**src/core/sec_pkg.sv**
```systemverilog
// sec_pkg: shared constants of the serial elapsed seconds counter.
// assumes a 25 MHz system clock and a host-driven three-wire port.
package sec_pkg;

  // system clock and seconds pacing
  localparam int unsigned CLK_HZ      = 25_000_000;
  localparam int unsigned TICK_HZ     = 1;
  localparam int unsigned CYC_PER_SEC = CLK_HZ / TICK_HZ;
  // cycles one trim step moves the second; arbitrary plain default
  localparam int unsigned TRIM_STEP_CYC = 40;

  // transfer lengths
  localparam int unsigned CMD_BITS  = 8;
  localparam int unsigned DATA_BITS = 32;
  localparam int unsigned BCNT_W    = 6;
  localparam logic [BCNT_W-1:0] CMD_LAST  = 6'h07;
  localparam logic [BCNT_W-1:0] DATA_LAST = 6'h1F;

  // command byte field positions
  localparam int unsigned CMD_SEL_AO  = 7;
  localparam int unsigned CMD_SEL_PW  = 6;
  localparam int unsigned CMD_TRIM_HI = 5;
  localparam int unsigned CMD_TRIM_LO = 3;
  localparam int unsigned CMD_CLR_AO  = 2;
  localparam int unsigned CMD_CLR_PW  = 1;
  localparam int unsigned CMD_READ    = 0;

  // trim codes and reset values
  localparam logic [2:0]  TRIM_NOMINAL = 3'h3;
  localparam logic [2:0]  TRIM_STOP    = 3'h0;
  localparam logic [2:0]  TRIM_RST     = 3'h3;
  localparam logic [7:0]  CMD_RST      = 8'h00;
  localparam logic [31:0] CNT_RST      = 32'h0000_0000;

  typedef enum logic [2:0] {
    SEC_IDLE,
    SEC_CMD,
    SEC_READ,
    SEC_WRITE,
    SEC_IGNORE
  } sec_state_t;

endpackage

```
**src/core/sec_tick_if.sv**
```systemverilog
// sec_tick_if: trim code out to the seconds pacer, tick back.
// assumes both ends run on the same system clock.
`timescale 1ns/1ps
`default_nettype none
interface sec_tick_if;
  logic [2:0] trim;
  logic       tick;
  modport gen  (input trim, output tick);
  modport core (output trim, input tick);
endinterface
`default_nettype wire

```
**src/core/sec_counter.sv**
```systemverilog
// sec_counter: two 32-bit seconds counters behind a three-wire port.
// assumes port pins are asynchronous and far slower than clk_i.
`timescale 1ns/1ps
`default_nettype none
module sec_counter #(
  parameter int unsigned SEC_CYCLES = sec_pkg::CYC_PER_SEC,
  parameter int unsigned TRIM_STEP  = sec_pkg::TRIM_STEP_CYC
) (
  // clock and reset
  input  wire logic clk_i,
  input  wire logic rstn_i,
  // three-wire serial port
  input  wire logic port_sel_i,
  input  wire logic sclk_i,
  input  wire logic dq_i,
  output logic      dq_o,
  output logic      dq_oe_o,
  // supply monitor: high while main supply above trip threshold
  input  wire logic supply_ok_i
);

  // pacer needs room for the whole trim range
  if (SEC_CYCLES <= 8 * TRIM_STEP + 2) begin : g_bad_cfg
    $error("sec_counter: SEC_CYCLES too small for trim range");
  end

  // synchronisers: first stage read only by second
  logic psel_m, psel_s, psel_d;
  logic sclk_m, sclk_s, sclk_d;
  logic dq_m, dq_s;
  logic sup_m, sup_s;

  always_ff @(posedge clk_i or negedge rstn_i) begin
    if (!rstn_i) begin
      psel_m <= 1'b0;
      psel_s <= 1'b0;
      psel_d <= 1'b0;
      sclk_m <= 1'b0;
      sclk_s <= 1'b0;
      sclk_d <= 1'b0;
      dq_m   <= 1'b0;
      dq_s   <= 1'b0;
      sup_m  <= 1'b0;
      sup_s  <= 1'b0;
    end else begin
      psel_m <= port_sel_i;
      psel_s <= psel_m;
      psel_d <= psel_s;
      sclk_m <= sclk_i;
      sclk_s <= sclk_m;
      sclk_d <= sclk_s;
      dq_m   <= dq_i;
      dq_s   <= dq_m;
      sup_m  <= supply_ok_i;
      sup_s  <= sup_m;
    end
  end

  logic psel_rise, psel_fall, sclk_rise, sclk_fall, xfer_ok;
  assign psel_rise = psel_s & ~psel_d;
  assign psel_fall = ~psel_s & psel_d;
  assign sclk_rise = sclk_s & ~sclk_d;
  assign sclk_fall = ~sclk_s & sclk_d;
  // port live only with supply, select held, not on the opening edge
  assign xfer_ok   = sup_s & psel_s & ~psel_rise;

  // seconds pacer
  sec_tick_if tk ();
  sec_tick_gen #(
    .SEC_CYCLES (SEC_CYCLES),
    .TRIM_STEP  (TRIM_STEP)
  ) u_tick (
    .clk_i  (clk_i),
    .rstn_i (rstn_i),
    .tk     (tk)
  );

  // registers
  sec_pkg::sec_state_t      state_r;
  logic [7:0]               command_byte_r;
  logic [2:0]               oscillator_trim_r;
  logic [31:0]              always_on_seconds_r;
  logic [31:0]              powered_seconds_r;
  logic [31:0]              hold_r;
  logic [31:0]              wbuf_r;
  logic [sec_pkg::BCNT_W-1:0] bcnt_r;
  logic                     sel_ao_r;
  logic                     clr_ao_r;
  logic                     clr_pw_r;
  logic                     rd_valid_r;
  logic                     dq_r;
  logic                     dq_oe_r;

  assign tk.trim = oscillator_trim_r;

  // command decode on the eighth rise
  logic [7:0]  cmd_full;
  logic        cmd_done;
  logic        sel_ao, sel_pw, is_trim, is_clear, is_read;
  logic [31:0] wdata;
  logic        wr_done;

  assign cmd_full = {dq_s, command_byte_r[7:1]};
  assign cmd_done = xfer_ok & sclk_rise & (state_r == sec_pkg::SEC_CMD)
                  & (bcnt_r == sec_pkg::CMD_LAST);
  assign sel_ao   = cmd_full[sec_pkg::CMD_SEL_AO];
  assign sel_pw   = cmd_full[sec_pkg::CMD_SEL_PW];
  assign is_trim  = sel_ao & sel_pw;
  assign is_clear = ~sel_ao & ~sel_pw;
  assign is_read  = cmd_full[sec_pkg::CMD_READ];
  assign wdata    = {dq_s, wbuf_r[31:1]};
  assign wr_done  = xfer_ok & sclk_rise & (state_r == sec_pkg::SEC_WRITE)
                  & (bcnt_r == sec_pkg::DATA_LAST);

  // transfer state and bit count
  always_ff @(posedge clk_i or negedge rstn_i) begin
    if (!rstn_i) begin
      state_r <= sec_pkg::SEC_IDLE;
      bcnt_r  <= '0;
    end else if (!sup_s) begin
      state_r <= sec_pkg::SEC_IDLE;
      bcnt_r  <= '0;
    end else if (psel_rise) begin
      state_r <= sec_pkg::SEC_CMD;
      bcnt_r  <= '0;
    end else if (!psel_s) begin
      state_r <= sec_pkg::SEC_IDLE;
      bcnt_r  <= '0;
    end else if (sclk_rise) begin
      unique case (state_r)
        sec_pkg::SEC_IDLE: begin
          state_r <= sec_pkg::SEC_IDLE;
        end
        sec_pkg::SEC_CMD: begin
          if (bcnt_r == sec_pkg::CMD_LAST) begin
            bcnt_r <= '0;
            if (is_trim || is_clear)
              state_r <= sec_pkg::SEC_IGNORE;
            else if (is_read)
              state_r <= sec_pkg::SEC_READ;
            else
              state_r <= sec_pkg::SEC_WRITE;
          end else begin
            bcnt_r <= bcnt_r + 6'h01;
          end
        end
        sec_pkg::SEC_READ, sec_pkg::SEC_WRITE: begin
          if (bcnt_r == sec_pkg::DATA_LAST)
            state_r <= sec_pkg::SEC_IGNORE;
          else
            bcnt_r <= bcnt_r + 6'h01;
        end
        sec_pkg::SEC_IGNORE: begin
          state_r <= sec_pkg::SEC_IGNORE;
        end
      endcase
    end
  end

  // command shift register, sampled on serial rises, lsb first
  always_ff @(posedge clk_i or negedge rstn_i) begin
    if (!rstn_i)
      command_byte_r <= sec_pkg::CMD_RST;
    else if (xfer_ok && sclk_rise && state_r == sec_pkg::SEC_CMD)
      command_byte_r <= cmd_full;
  end

  // trim register
  always_ff @(posedge clk_i or negedge rstn_i) begin
    if (!rstn_i)
      oscillator_trim_r <= sec_pkg::TRIM_RST;
    else if (cmd_done && is_trim)
      oscillator_trim_r <= cmd_full[sec_pkg::CMD_TRIM_HI:
                                    sec_pkg::CMD_TRIM_LO];
  end

  // counter select and pending clears, armed by the command
  always_ff @(posedge clk_i or negedge rstn_i) begin
    if (!rstn_i) begin
      sel_ao_r <= 1'b0;
      clr_ao_r <= 1'b0;
      clr_pw_r <= 1'b0;
    end else if (!sup_s || psel_rise) begin
      clr_ao_r <= 1'b0;
      clr_pw_r <= 1'b0;
    end else if (cmd_done) begin
      sel_ao_r <= sel_ao;
      // clears act only for the clear command form
      clr_ao_r <= is_clear & cmd_full[sec_pkg::CMD_CLR_AO];
      clr_pw_r <= is_clear & cmd_full[sec_pkg::CMD_CLR_PW];
    end else if (psel_fall) begin
      clr_ao_r <= 1'b0;
      clr_pw_r <= 1'b0;
    end
  end

  logic ao_clr, pw_clr, ao_wr, pw_wr;
  assign ao_clr = psel_fall & sup_s & clr_ao_r;
  assign pw_clr = psel_fall & sup_s & clr_pw_r;
  assign ao_wr  = wr_done & sel_ao_r;
  assign pw_wr  = wr_done & ~sel_ao_r;

  // write buffer: bits gathered, counter untouched until the last
  always_ff @(posedge clk_i or negedge rstn_i) begin
    if (!rstn_i)
      wbuf_r <= sec_pkg::CNT_RST;
    else if (xfer_ok && sclk_rise && state_r == sec_pkg::SEC_WRITE)
      wbuf_r <= wdata;
  end

  // always-on counter; a host load wins over a tick
  always_ff @(posedge clk_i or negedge rstn_i) begin
    if (!rstn_i)
      always_on_seconds_r <= sec_pkg::CNT_RST;
    else if (ao_clr)
      always_on_seconds_r <= sec_pkg::CNT_RST;
    else if (ao_wr)
      always_on_seconds_r <= wdata;
    else if (tk.tick)
      always_on_seconds_r <= always_on_seconds_r + 32'h0000_0001;
  end

  // powered counter: holds its count while supply is away
  always_ff @(posedge clk_i or negedge rstn_i) begin
    if (!rstn_i)
      powered_seconds_r <= sec_pkg::CNT_RST;
    else if (pw_clr)
      powered_seconds_r <= sec_pkg::CNT_RST;
    else if (pw_wr)
      powered_seconds_r <= wdata;
    else if (tk.tick && sup_s)
      powered_seconds_r <= powered_seconds_r + 32'h0000_0001;
  end

  // read holding register: snapshot avoids a count landing mid-read
  always_ff @(posedge clk_i or negedge rstn_i) begin
    if (!rstn_i) begin
      hold_r     <= sec_pkg::CNT_RST;
      rd_valid_r <= 1'b0;
      dq_r       <= 1'b0;
    end else if (cmd_done && is_read && !is_trim && !is_clear) begin
      hold_r     <= sel_ao ? always_on_seconds_r
                           : powered_seconds_r;
      rd_valid_r <= 1'b0;
    end else if (state_r != sec_pkg::SEC_READ || !xfer_ok) begin
      rd_valid_r <= 1'b0;
    end else if (sclk_fall) begin
      dq_r       <= hold_r[0];
      hold_r     <= {1'b0, hold_r[31:1]};
      rd_valid_r <= 1'b1;
    end
  end

  // drive only in the low half of the serial clock
  always_ff @(posedge clk_i or negedge rstn_i) begin
    if (!rstn_i)
      dq_oe_r <= 1'b0;
    else
      dq_oe_r <= (state_r == sec_pkg::SEC_READ) & rd_valid_r
               & ~sclk_s & xfer_ok;
  end

  assign dq_o    = dq_r;
  assign dq_oe_o = dq_oe_r;

  // checks
  a_port_off_quiet:
    assert property (@(posedge clk_i) disable iff (!rstn_i)
      (!sup_s ##1 !sup_s) |=> !dq_oe_r)
    else $error("data line driven with supply down");

  a_select_restart:
    assert property (@(posedge clk_i) disable iff (!rstn_i)
      (psel_rise && sup_s) |=>
        (state_r == sec_pkg::SEC_CMD && bcnt_r == '0))
    else $error("select rise did not restart command phase");

  a_trim_load:
    assert property (@(posedge clk_i) disable iff (!rstn_i)
      (cmd_done && is_trim) |=>
        (oscillator_trim_r == $past(cmd_full[5:3]) &&
         state_r == sec_pkg::SEC_IGNORE))
    else $error("trim not loaded from command bits");

  a_hold_snap:
    assert property (@(posedge clk_i) disable iff (!rstn_i)
      (cmd_done && is_read && !is_trim && !is_clear && sel_ao) |=>
        (hold_r == $past(always_on_seconds_r)))
    else $error("read snapshot wrong");

  a_write_load:
    assert property (@(posedge clk_i) disable iff (!rstn_i)
      (ao_wr && !ao_clr) |=>
        (always_on_seconds_r == $past(wdata) &&
         state_r == sec_pkg::SEC_IGNORE))
    else $error("write data not loaded whole");

  a_clear_both:
    assert property (@(posedge clk_i) disable iff (!rstn_i)
      (psel_fall && sup_s && clr_ao_r && clr_pw_r) |=>
        (always_on_seconds_r == '0 && powered_seconds_r == '0))
    else $error("clear on select fall missed");

  a_powered_hold:
    assert property (@(posedge clk_i) disable iff (!rstn_i)
      !sup_s |=> (powered_seconds_r == $past(powered_seconds_r)))
    else $error("powered counter moved without supply");

  a_always_on_tick:
    assert property (@(posedge clk_i) disable iff (!rstn_i)
      (tk.tick && !ao_wr && !ao_clr) |=>
        (always_on_seconds_r ==
         $past(always_on_seconds_r) + 32'h0000_0001))
    else $error("always-on counter missed a tick");

  a_drive_low_half:
    assert property (@(posedge clk_i) disable iff (!rstn_i)
      dq_oe_r |-> ($past(!sclk_s) && $past(state_r) ==
                   sec_pkg::SEC_READ))
    else $error("data driven outside read low half");

  a_release_dq:
    assert property (@(posedge clk_i) disable iff (!rstn_i)
      !psel_s |=> ##1 !dq_oe_r)
    else $error("data line held after select low");

  a_read_on_fall:
    assert property (@(posedge clk_i) disable iff (!rstn_i)
      (dq_r != $past(dq_r)) |-> $past(sclk_fall))
    else $error("read data changed off a serial fall");

  a_ignore_rest:
    assert property (@(posedge clk_i) disable iff (!rstn_i)
      (state_r == sec_pkg::SEC_IGNORE && psel_s && sup_s) |=>
        (state_r == sec_pkg::SEC_IGNORE))
    else $error("clocks after transfer end not ignored");

endmodule
`default_nettype wire

```
**src/core/sec_tick_gen.sv**
```systemverilog
// sec_tick_gen: one-second tick pacer with trimmable period.
// assumes the trim code is a registered level on the system clock.
`timescale 1ns/1ps
`default_nettype none
module sec_tick_gen #(
  parameter int unsigned SEC_CYCLES = sec_pkg::CYC_PER_SEC,
  parameter int unsigned TRIM_STEP  = sec_pkg::TRIM_STEP_CYC
) (
  // clock and reset
  input  wire logic clk_i,
  input  wire logic rstn_i,
  // trim in, tick out
  sec_tick_if.gen   tk
);

  // refused at elaboration: shortest trimmed second must stay positive
  if (SEC_CYCLES <= 8 * TRIM_STEP + 2) begin : g_bad_cfg
    $error("sec_tick_gen: SEC_CYCLES too small for trim range");
  end

  logic [31:0] div_r;
  logic [31:0] period;
  logic        tick_r;

  // higher code shortens the second, so counting runs faster
  always_comb begin
    period = 32'(SEC_CYCLES) + 32'(TRIM_STEP) * 32'(sec_pkg::TRIM_NOMINAL)
           - 32'(TRIM_STEP) * 32'(tk.trim);
  end

  always_ff @(posedge clk_i or negedge rstn_i) begin
    if (!rstn_i) begin
      div_r  <= 32'h0000_0000;
      tick_r <= 1'b0;
    end else if (tk.trim == sec_pkg::TRIM_STOP) begin
      // oscillator stopped: phase held, no ticks
      tick_r <= 1'b0;
    end else if (div_r >= period - 32'h0000_0001) begin
      div_r  <= 32'h0000_0000;
      tick_r <= 1'b1;
    end else begin
      div_r  <= div_r + 32'h0000_0001;
      tick_r <= 1'b0;
    end
  end

  assign tk.tick = tick_r;

  a_trim_stop_quiet:
    assert property (@(posedge clk_i) disable iff (!rstn_i)
      (tk.trim == sec_pkg::TRIM_STOP) |=> !tick_r)
    else $error("tick seen while oscillator stopped");

endmodule
`default_nettype wire

```
**config.mk**
```make
export PLATFORM = sky130hd
export DESIGN_NAME = sec_counter
export DESIGN_NICKNAME = d
export VERILOG_FILES = /design/src/core/sec_pkg.sv /design/src/core/sec_tick_if.sv /design/src/core/sec_counter.sv /design/src/core/sec_tick_gen.sv
export SDC_FILE = /design/constraint.sdc
export NUM_CORES = 1
export LEC_CHECK = 0
export ABC_AREA = 1
export BUFFER_PORTS_ARGS = -buffer_cell sky130_fd_sc_hd__buf_4
export CAP_MARGIN = 20
export CORE_MARGIN = 2
export CORE_UTILIZATION = 49
export CTS_BUF_LIST = sky130_fd_sc_hd__clkbuf_16
export CTS_CLUSTER_SIZE = 20
export DETAILED_ROUTE_END_ITERATION = 12
export GPL_TIMING_DRIVEN = 0
export PLACE_DENSITY = 0.61
export SLEW_MARGIN = 20
export SYNTH_ARGS = -nofsm -noshare
export SYNTH_HDL_FRONTEND = slang
export SYNTH_SLANG_ARGS = --single-unit
```
**constraint.sdc**
```tcl
create_clock -name clk_i -period 4.1 [get_ports clk_i]
set_input_delay 0.82 -clock clk_i [delete_from_list [all_inputs] [get_ports clk_i]]
set_output_delay 0.82 -clock clk_i [all_outputs]
set_load 0.005 [all_outputs]
```
-- After elaboration in Yosys (flattened, before gate mapping)
Cells that the tools add are included.
W data, S select, Z words.
- output and inout port bits: 2
- bits in read-only memories: 0
- bits in registers: 197
- memories kept: 0
- input port bits: 6
- bits in writable memories: 0
- latch bits: 0
- reductions and logical operators: 28
- equality and inequality tests: 13
- $lt $le $gt $ge: 1
- $add $sub $neg: 6
- muxes and demuxes: 37
- bitwise logic cells: 34
- $mul: 1
- shift operators: 0
- divide/modulo/power cells: 0
- operator list (kind ; count):
    $mux W32 ; 11
    $add A32 B1 Y32 const B ; 3
    $mux W6 ; 6
    $ge A32 B32 Y1 ; 1
    $sub A32 B1 Y32 const B ; 1
    $sub A25 B9 Y26 const A ; 1
    $and A1 B1 Y1 ; 23
    $mux W3 ; 7
    $pmux W3 S4 ; 1
    $pmux W6 S2 ; 1
    $reduce_bool A3 Y1 ; 4
    $mux W1 ; 11
    $not A1 Y1 ; 11
    $ne A5 B5 Y1 const B ; 2
    $reduce_and A3 Y1 ; 3
    $logic_and A1 B1 Y1 ; 8
    $add A6 B1 Y6 const B ; 1
    $eq A3 B2 Y1 const B ; 2
    $eq A6 B3 Y1 const B ; 1
    $eq A6 B5 Y1 const B ; 1
    $logic_not A3 Y1 ; 2
    $mul A3 B3 Y6 const A ; 1
    $ne A5 B2 Y1 const B ; 1
    $ne A5 B4 Y1 const B ; 1
    other kinds (10) ; 16

-- Longest topological paths before layout
Gate-level depths: netlist (run 1).
- word-level depth: 12
- gate-level depth with buffers: 18
- mapped depth without buffers: 17

-- Hierarchy
A second synthesis (run 1) with hierarchy kept.
- cells, all modules: 1734
- area, all modules: 11996.5 µm²
- by module, submodules not included (module ; area an instance (µm²) ; times used ; cells each):
    sec_counter ; 9585.4 ; 1 ; 1430
    sec_tick_gen ; 2411.1 ; 1 ; 304

-- Least setup slack after synthesis (run 1)
No wires, ideal clock.
- path type: reg-to-reg
- from: register oscillator_trim_r[0]
- to: register u_tick.div_r[10]
- required time: 4022 ps
- cell stages (with the launch flop): 18
- arrival: 2849 ps
- setup slack: 1173 ps
- path buffers: 1
- path through: dfstp_2 -> ha_1 -> ha_1 -> inv_1 -> fa_1 -> o21ai_0 -> inv_1 -> ha_1 -> nand2_1 -> nand2_1 -> nand2_1 -> nand2_1 -> a21oi_1 -> nand2_1 -> nand2_1 -> nand2_1 -> buf_2 -> a21oi_1
- cells in the longest elaborated chain, start to end: 5
- elaborated cells on any way between the ends: 6
- classes of those cells: add/sub (2); mul (1); order compare (1); mux (1); reduce/logical (1)
- RTL lines (item ; line ; text):
    from (decl) ; sec_counter.sv:81 ; logic [2:0] oscillator_trim_r;
    from (signal assigned) ; sec_counter.sv:171 ; oscillator_trim_r <= sec_pkg::TRIM_RST;
    from (signal assigned) ; sec_counter.sv:173 ; oscillator_trim_r <= cmd_full[sec_pkg::CMD_TRIM_HI:
    $mul A3 B3 Y6 ; sec_tick_gen.sv:28 ; - 32'(TRIM_STEP) * 32'(tk.trim);
    $sub A25 B9 Y26 ; sec_tick_gen.sv:28 ;
    $sub A32 B1 Y32 ; sec_tick_gen.sv:38 ; end else if (div_r >= period - 32'h0000_0001) begin
    $ge A32 B32 Y1 ; sec_tick_gen.sv:38 ;
    $mux W32 ; sec_tick_gen.sv:38 ;
    to (signal assigned) ; sec_tick_gen.sv:42 ; div_r <= div_r + 32'h0000_0001;
    to (decl) ; sec_tick_gen.sv:21 ; logic [31:0] div_r;
Parallel ways exist; a longest one is shown, timed or not.
A chain may end at the register's enable or synchronous reset.

-- Final worst setup path (run 1)
- from: register oscillator_trim_r[0]
- to: register u_tick.div_r[20]
Same word-level chain as after synthesis.

==> flow_metrics.tcl, run 1 <==
set metrics [dict create \
    finClkSkew_ns 0.01172 \
    clock_power_share_pct 45.7 \
    start_util_pct 50.15 \
    period_needed_ns 3.352 \
    path_max_fanout 10 \
    seqPwrFrac_pct 51.5 \
    cp_common_cell "nand2_1" \
    die_width_um 159.2 \
    vias 10890 \
    slew_headroom_pct 46.88 \
    slew_viol_final 0 \
    cts_hold_buf 0 \
    grt_pass1_vias 10170 \
    power_frac_comb_pct 2.8 \
    post-route-period-util_pct 81.75 \
    rsz0062_at_grt "no" \
    fp.coreArea_mm2 0.02354 \
    synth_top_area_cell "dfrtp_1" \
    clk_pin_slew_ns 0.08 \
    crit_path_end_kind "register" \
    place_congestion 0.9267 \
    crit_type "reg -> reg" \
    worst-slew-pin-transition_ns 0.7968 \
    grt_overflow 0 \
    cts_sinks 195 \
    drt_iter0_drc 1006 \
    setup_tns_ns 0 \
    dieArea_mm2 0.02535 \
    antenna_cells 0 \
    hold_viol_final 0 \
    ys_top_cells_by_count "662 x nand2_1, 197 x inv_1, 193 x dfrtp_1" \
    nNetsFinal 1801 \
    swShare_pct 24.91 \
    crit_family "adder cells" \
    synth_edf_count 0 \
    synth_ff_type "dfrtp_1" \
    instances_no_fill 2102 \
    status "completed" \
    io_pins 8 \
    cts_buffers 17 \
    cts_tree "yes" \
    wire_per_inst_um 15.85 \
    final_area_mm2 0.01291 \
    post_cts_resized 0 \
    powerDensity_mw_per_mm2 291.6 \
    synth_nets 1773 \
    switching_power_w 0.0009382 \
    path_cells "ha_1 -> ha_1 -> inv_1 -> fa_1 -> o21ai_0 -> inv_1 -> ha_1 -> nand2_1 -> nand2_1 -> nand2_1 -> nand2_1 -> a21oi_1 -> nand2_1 -> nand2_1 -> nand2_1 -> buf_2 -> a21oi_1" \
    place_area_mm2 0.01232 \
    grtUsageTotal_pct 27.01 \
    fmax_mhz 298.3 \
    grt_max_degree 74 \
    drv_cap 0 \
    vdd_ir_drop_max_mv 0.2617 \
    netlist-cell-type-count 35 \
    antenna_found_initial 0 \
    netlist_area_mm2 0.01181 \
    slowest_stage "dfstp_2" \
    remaining_drc_errors 0 \
    clock_latency_ns 0.45 \
    multi_input_area_mm2 0.005869 \
    synth_seq_area_share_pct 41.35 \
    synthArstFlopShare_pct 100.0 \
    regArea_mm2 0.004882 \
    hold_class "in -> async" \
    hpwl_um 25320 \
    ys_ff_latch 195 \
    synth.most_common_cell "nand2_1" \
    syn_area_per_cell_um2 6.778 \
    worst_ep_arrival_time_ns 3.72 \
    viasPerCell 5.179 \
    die-height_um 159.2 \
    clock_path_buffers 2 \
    ys_warn_count 0 \
    clock_tree.root_cell "clkbuf_16" \
    cp.required_ns 4.47 \
    detail-route-antenna-nets 0 \
    fillCellCount 2363 \
    synthTopCellsByArea "dfrtp_1 41%, nand2_1 21%, nand3_1 7.3%, inv_1 6.3%, nor2_1 5.3%" \
    post_cts_buffers 0 \
    firstDrtPassIters 6 \
    synthToLayoutAreaGrowth_pct 9.378 \
    critPathLaunchType "register" \
    dp_cells 2070 \
    slowest_delay_ns 0.58 \
    num_rows 56 \
    p_leak_nw 6.515 \
    utilization_pct 54.86 \
    netlist.area_leader.share_pct 40.90 \
    p_int_w 0.002828 \
    setup_viol 0 \
    finalWirelength_um 33320 \
    io_buffer_count 7 \
    cp.buffers_inverters 3 \
    drive_above_1_share_pct 4.992 \
    synthCells 1742 \
    grt_pass1_wl_um 54110 \
    htreeDepth 4 \
]
[per-stage QoR]
step	hold WS, ns	setup slack [ns]	power [W]
3_3_place_gp	0.3320	0.7697	0.002076
6_report	0.2930	0.7481	0.003766
4_1_cts	0.3260	0.6997	0.003802
5_1_grt	0.3320	0.3566	0.003888
3_5_place_dp	0.3356	0.7340	0.002086
2_1_floorplan	0.3312	1.173	0.002017
[worst paths after layout]
check                                           from               endpoint  slack, ns  depth (start not counted)
worst max-delay path            oscillator_trim_r[0]       u_tick.div_r[20]       0.75                         17
worst min-delay path                          rstn_i              bcnt_r[3]       0.29                          1
worst max register to register  oscillator_trim_r[0]       u_tick.div_r[20]       0.75                         17
worst min register to register                psel_m                 psel_s       0.35                          0
max in group asynchronous                     rstn_i  powered_seconds_r[15]       3.05                          2
min in group clk_i                            psel_m                 psel_s       0.35                          0
[routing by layer]
metal	GRT usage, %	routed length [um]	vias up
met4	7.479	666	0
met1	39.58	15960	5021
met2	41.26	14530	319
met5	0	0	-
met3	4.819	2153	39
li1	-	-	5508
[power groups by stage]
stage / combinational [W] / sequential, W / clock [W]
after floorplan: 0.0000404 / 0.00198 / 0
after global placement: 0.0000982 / 0.00198 / 0
after detailed placement: 0.000107 / 0.00198 / 0
after CTS: 0.000108 / 0.00194 / 0.00175
after global routing: 0.000120 / 0.00194 / 0.00183
final: 0.000104 / 0.00194 / 0.00172
[logic make-up (layout without fill, tap and decap cells)]
group | count (synthesis) | in the layout | share of synthesized area, %
xor+xnor | 34 | 34 | 2.522
fa+ha+maj | 25 | 25 | 2.713
simple gates | 1052 | 1052 | 36.93
flops | 195 | 195 | 41.35
other cells | 1 | 1 | 0.03176
buf+inv | 263 | 304 | 8.944
compound gates | 172 | 172 | 7.513
[placed cells by master, fill, tap and decap left out, types with 5 or more instances in the layout]
master / instances
nand4_1: 16
xor2_1: 29
o21ai_0: 115
inv_8: 6
clkbuf_1: 30
xnor2_1: 5
inv_2: 7
nor2_1: 168
nand3b_1: 6
a21oi_1: 40
dfrtp_1: 193
nand3_1: 172
buf_4: 11
buf_2: 16
ha_1: 24
nor3_1: 11
nand2_1: 662
inv_1: 198
o22ai_1: 7
clkbuf_16: 17
[flip-flops by register name (all words and copies together) (netlist names), 3 cells and up]
| name | cells |
|---|---|
| always_on_seconds_r | 32 |
| bcnt_r | 6 |
| command_byte_r | 7 |
| hold_r | 32 |
| oscillator_trim_r | 3 |
| powered_seconds_r | 32 |
| state_r | 3 |
| u_tick.div_r | 32 |
| wbuf_r | 31 |
[area by class of cell]
type	instances	area share, %
timing repair buffer	9	0.8913
tap	319	3.090
clock buffer	17	3.294
inverter	206	5.987
clock inverter	15	1.298
sequential	195	37.80
multi-input combinational	1284	45.45
buffer	57	2.189
(Power assumes the default switching activity.)
==> run 2: changes to the inputs <==
--- a/config.mk
+++ b/config.mk
@@ -14,7 +14,7 @@
 export CTS_CLUSTER_SIZE = 20
 export DETAILED_ROUTE_END_ITERATION = 12
 export GPL_TIMING_DRIVEN = 0
-export PLACE_DENSITY = 0.61
+export PLACE_DENSITY = 0.64
 export SLEW_MARGIN = 20
 export SYNTH_ARGS = -nofsm -noshare
 export SYNTH_HDL_FRONTEND = slang
==> constraint.sdc (replaced) <==
create_clock -name clk_i -period 3 [get_ports clk_i]
set_input_delay 0.6 -clock clk_i [delete_from_list [all_inputs] [get_ports clk_i]]
set_output_delay 0.6 -clock clk_i [all_outputs]
set_load 0.005 [all_outputs]
==> run 2 against run 1 <==
Effect of this change:
- sequential cell count unchanged
- final area up 2.2%
- clock skew up 0.0051 ns
- clock-buffer cell count unchanged
- sequential power up 37%
- power up 35%
- worst setup slack worse by 0.73 ns
- utilization up 1.2 points
- die area unchanged
- maximum frequency up 13%
- clock power up 33%
==> flow_metrics.tcl, run 2 (synthesis results as in run 1) <==
set metrics [dict create \
    vdd_ir_drop_max_mv 0.4189 \
    clock_path_buffers 2 \
    crit_family "adder cells" \
    drt_iter0_drc 1279 \
    worst_ep_arrival_time_ns 3.35 \
    cp.required_ns 3.37 \
    clock_latency_ns 0.45 \
    cts_buffers 17 \
    remaining_drc_errors 0 \
    cts_sinks 195 \
    path_max_fanout 6 \
    cp.buffers_inverters 2 \
    firstDrtPassIters 7 \
    slowest_delay_ns 0.56 \
    die-height_um 159.2 \
    status "completed" \
    slowest_stage "dfstp_2" \
    crit_path_end_kind "register" \
    detail-route-antenna-nets 0 \
    clock_tree.root_cell "clkbuf_16" \
    final_common_cell "nand2_1" \
    die_width_um 159.2 \
    drive_above_1_share_pct 7.482 \
    crit_type "reg -> reg" \
    cts_tree "yes" \
    setup_viol 0 \
    slew_viol_final 0 \
    clk_pin_slew_ns 0.08 \
    finClkSkew_ns 0.01680 \
    slew_headroom_pct 50.43 \
    cts_hold_buf 0 \
    post-route-period-util_pct 99.29 \
    vias 11180 \
    rr_worst_depth 16 \
    grt_max_degree 89 \
    grtUsageTotal_pct 28.49 \
    period_needed_ns 2.979 \
    io_buffer_count 7 \
    grt_overflow 0 \
    reg2reg_slack_ns 0.02 \
    hold_class "in -> async" \
    antenna_found_initial 0 \
    num_rows 56 \
    cp_common_cell "nand2_1" \
    wire_per_inst_um 16.99 \
    r2r_start "oscillator_trim_r[0]" \
    p_leak_nw 6.605 \
    pre_cts_ws_ns -0.5424 \
    viasPerCell 5.299 \
    htreeDepth 4 \
    hpwl_um 26920 \
    antenna_cells 0 \
    setup_tns_ns 0 \
    grt_pass1_wl_um 56710 \
    powerDensity_mw_per_mm2 384.8 \
    utilization_pct 56.05 \
    hold_viol_final 0 \
    synthToLayoutAreaGrowth_pct 11.75 \
    drv_cap 0 \
    fp.coreArea_mm2 0.02354 \
    worst-slew-pin-transition_ns 0.7408 \
    critPathLaunchType "register" \
    path_cells "ha_4 -> ha_4 -> inv_2 -> fa_2 -> xor2_1 -> ha_1 -> nand2_1 -> nand2_1 -> a21oi_1 -> nand2_1 -> nand2_1 -> nand2_1 -> nand2_2 -> nand2_8 -> clkbuf_16 -> a21oi_1" \
    mostFrequentLayoutCells "657 x nand2_1, 195 x inv_1, 193 x dfrtp_1" \
    holdWs_ns 0.03756 \
    finalWirelength_um 35860 \
    worst_slack_ns 0.02144 \
    grt_pass1_vias 10400 \
    start_util_pct 50.15 \
    rsz0062_at_grt "yes" \
    fmax_mhz 335.7 \
    io_pins 8 \
    r2r_end "u_tick.div_r[8]" \
    dieArea_mm2 0.02535 \
    place_congestion 1.011 \
    nNetsFinal 1809 \
    setup.worst_path.start "oscillator_trim_r[0]" \
]
## run 2: changes by cell type in the layout (fill, tap and decap cells not counted), moves of 5 or more
cell / before / now
a21oi_1: 40 / 21
buf_4: 11 / 16
nand2_1: 662 / 657
a21oi_2: 0 / 18
## run 2: layout make-up
cell class	instances	area [um2]
fill	2372	10350
multi-input combinational	1284	6051
sequential	195	4882
inverter	206	774.5
clock buffer	17	425.4
tap	319	399.1
buffer	57	304.0
timing repair buffer	17	214.0
clock inverter	15	145.1
## run 2: what timing repair did
| action | 4_1_cts | 5_1_grt |
|---|---|---|
| endpoints found under the setup margin | 58 | 25 |
| gates cloned | 0 | 2 |
| buffers inserted | 3 | 3 |
| endpoints found under the hold margin | 0 | 0 |
| gates resized for setup | 14 | 41 |
| pin swaps | 2 | 12 |
## run 2: metal layers
metal	GRT usage [%]	part of all wire, %
met1	41.48	46
met2	44.25	44
met3	4.350	7.2
met4	8.099	2.6
met5	0	0
## run 2: stage by stage
step / total power, W / cells / cell area (um2)
final: 0.005077 / 2110 / 13200
after CTS: 0.005114 / 2105 / 12950
after global placement: 0.002839 / 2068 / 12260
after floorplan: 0.002757 / 1742 / 11810
after global routing: 0.005237 / 2110 / 13200
after detailed placement: 0.002851 / 2070 / 12320
## run 2: how the worst max path moves through the flow
stage | endpoint | slack (ns) | cells after the start
CTS | u_tick.div_r[10] | 0.0004 | 17
global placement | hold_r[25] | -0.56 | 8
floorplan | u_tick.div_r[10] | 0.07 | 17
global route | u_tick.div_r[20] | -0.1 | 16
finish | u_tick.div_r[8] | 0.02 | 16
detailed placement | hold_r[26] | -0.54 | 8
## run 2: power by group
| group | internal (W) | total, W | leakage, nW | switching (W) |
|---|---|---|---|---|
| sequential | 0.00264 | 0.00265 | 2.56 | 0.0000104 |
| clock | 0.00117 | 0.00228 | 0.278 | 0.00111 |
| combinational | 0.0000322 | 0.000144 | 3.77 | 0.000112 |
| total | 0.00384 | 0.00508 | 6.61 | 0.00123 |
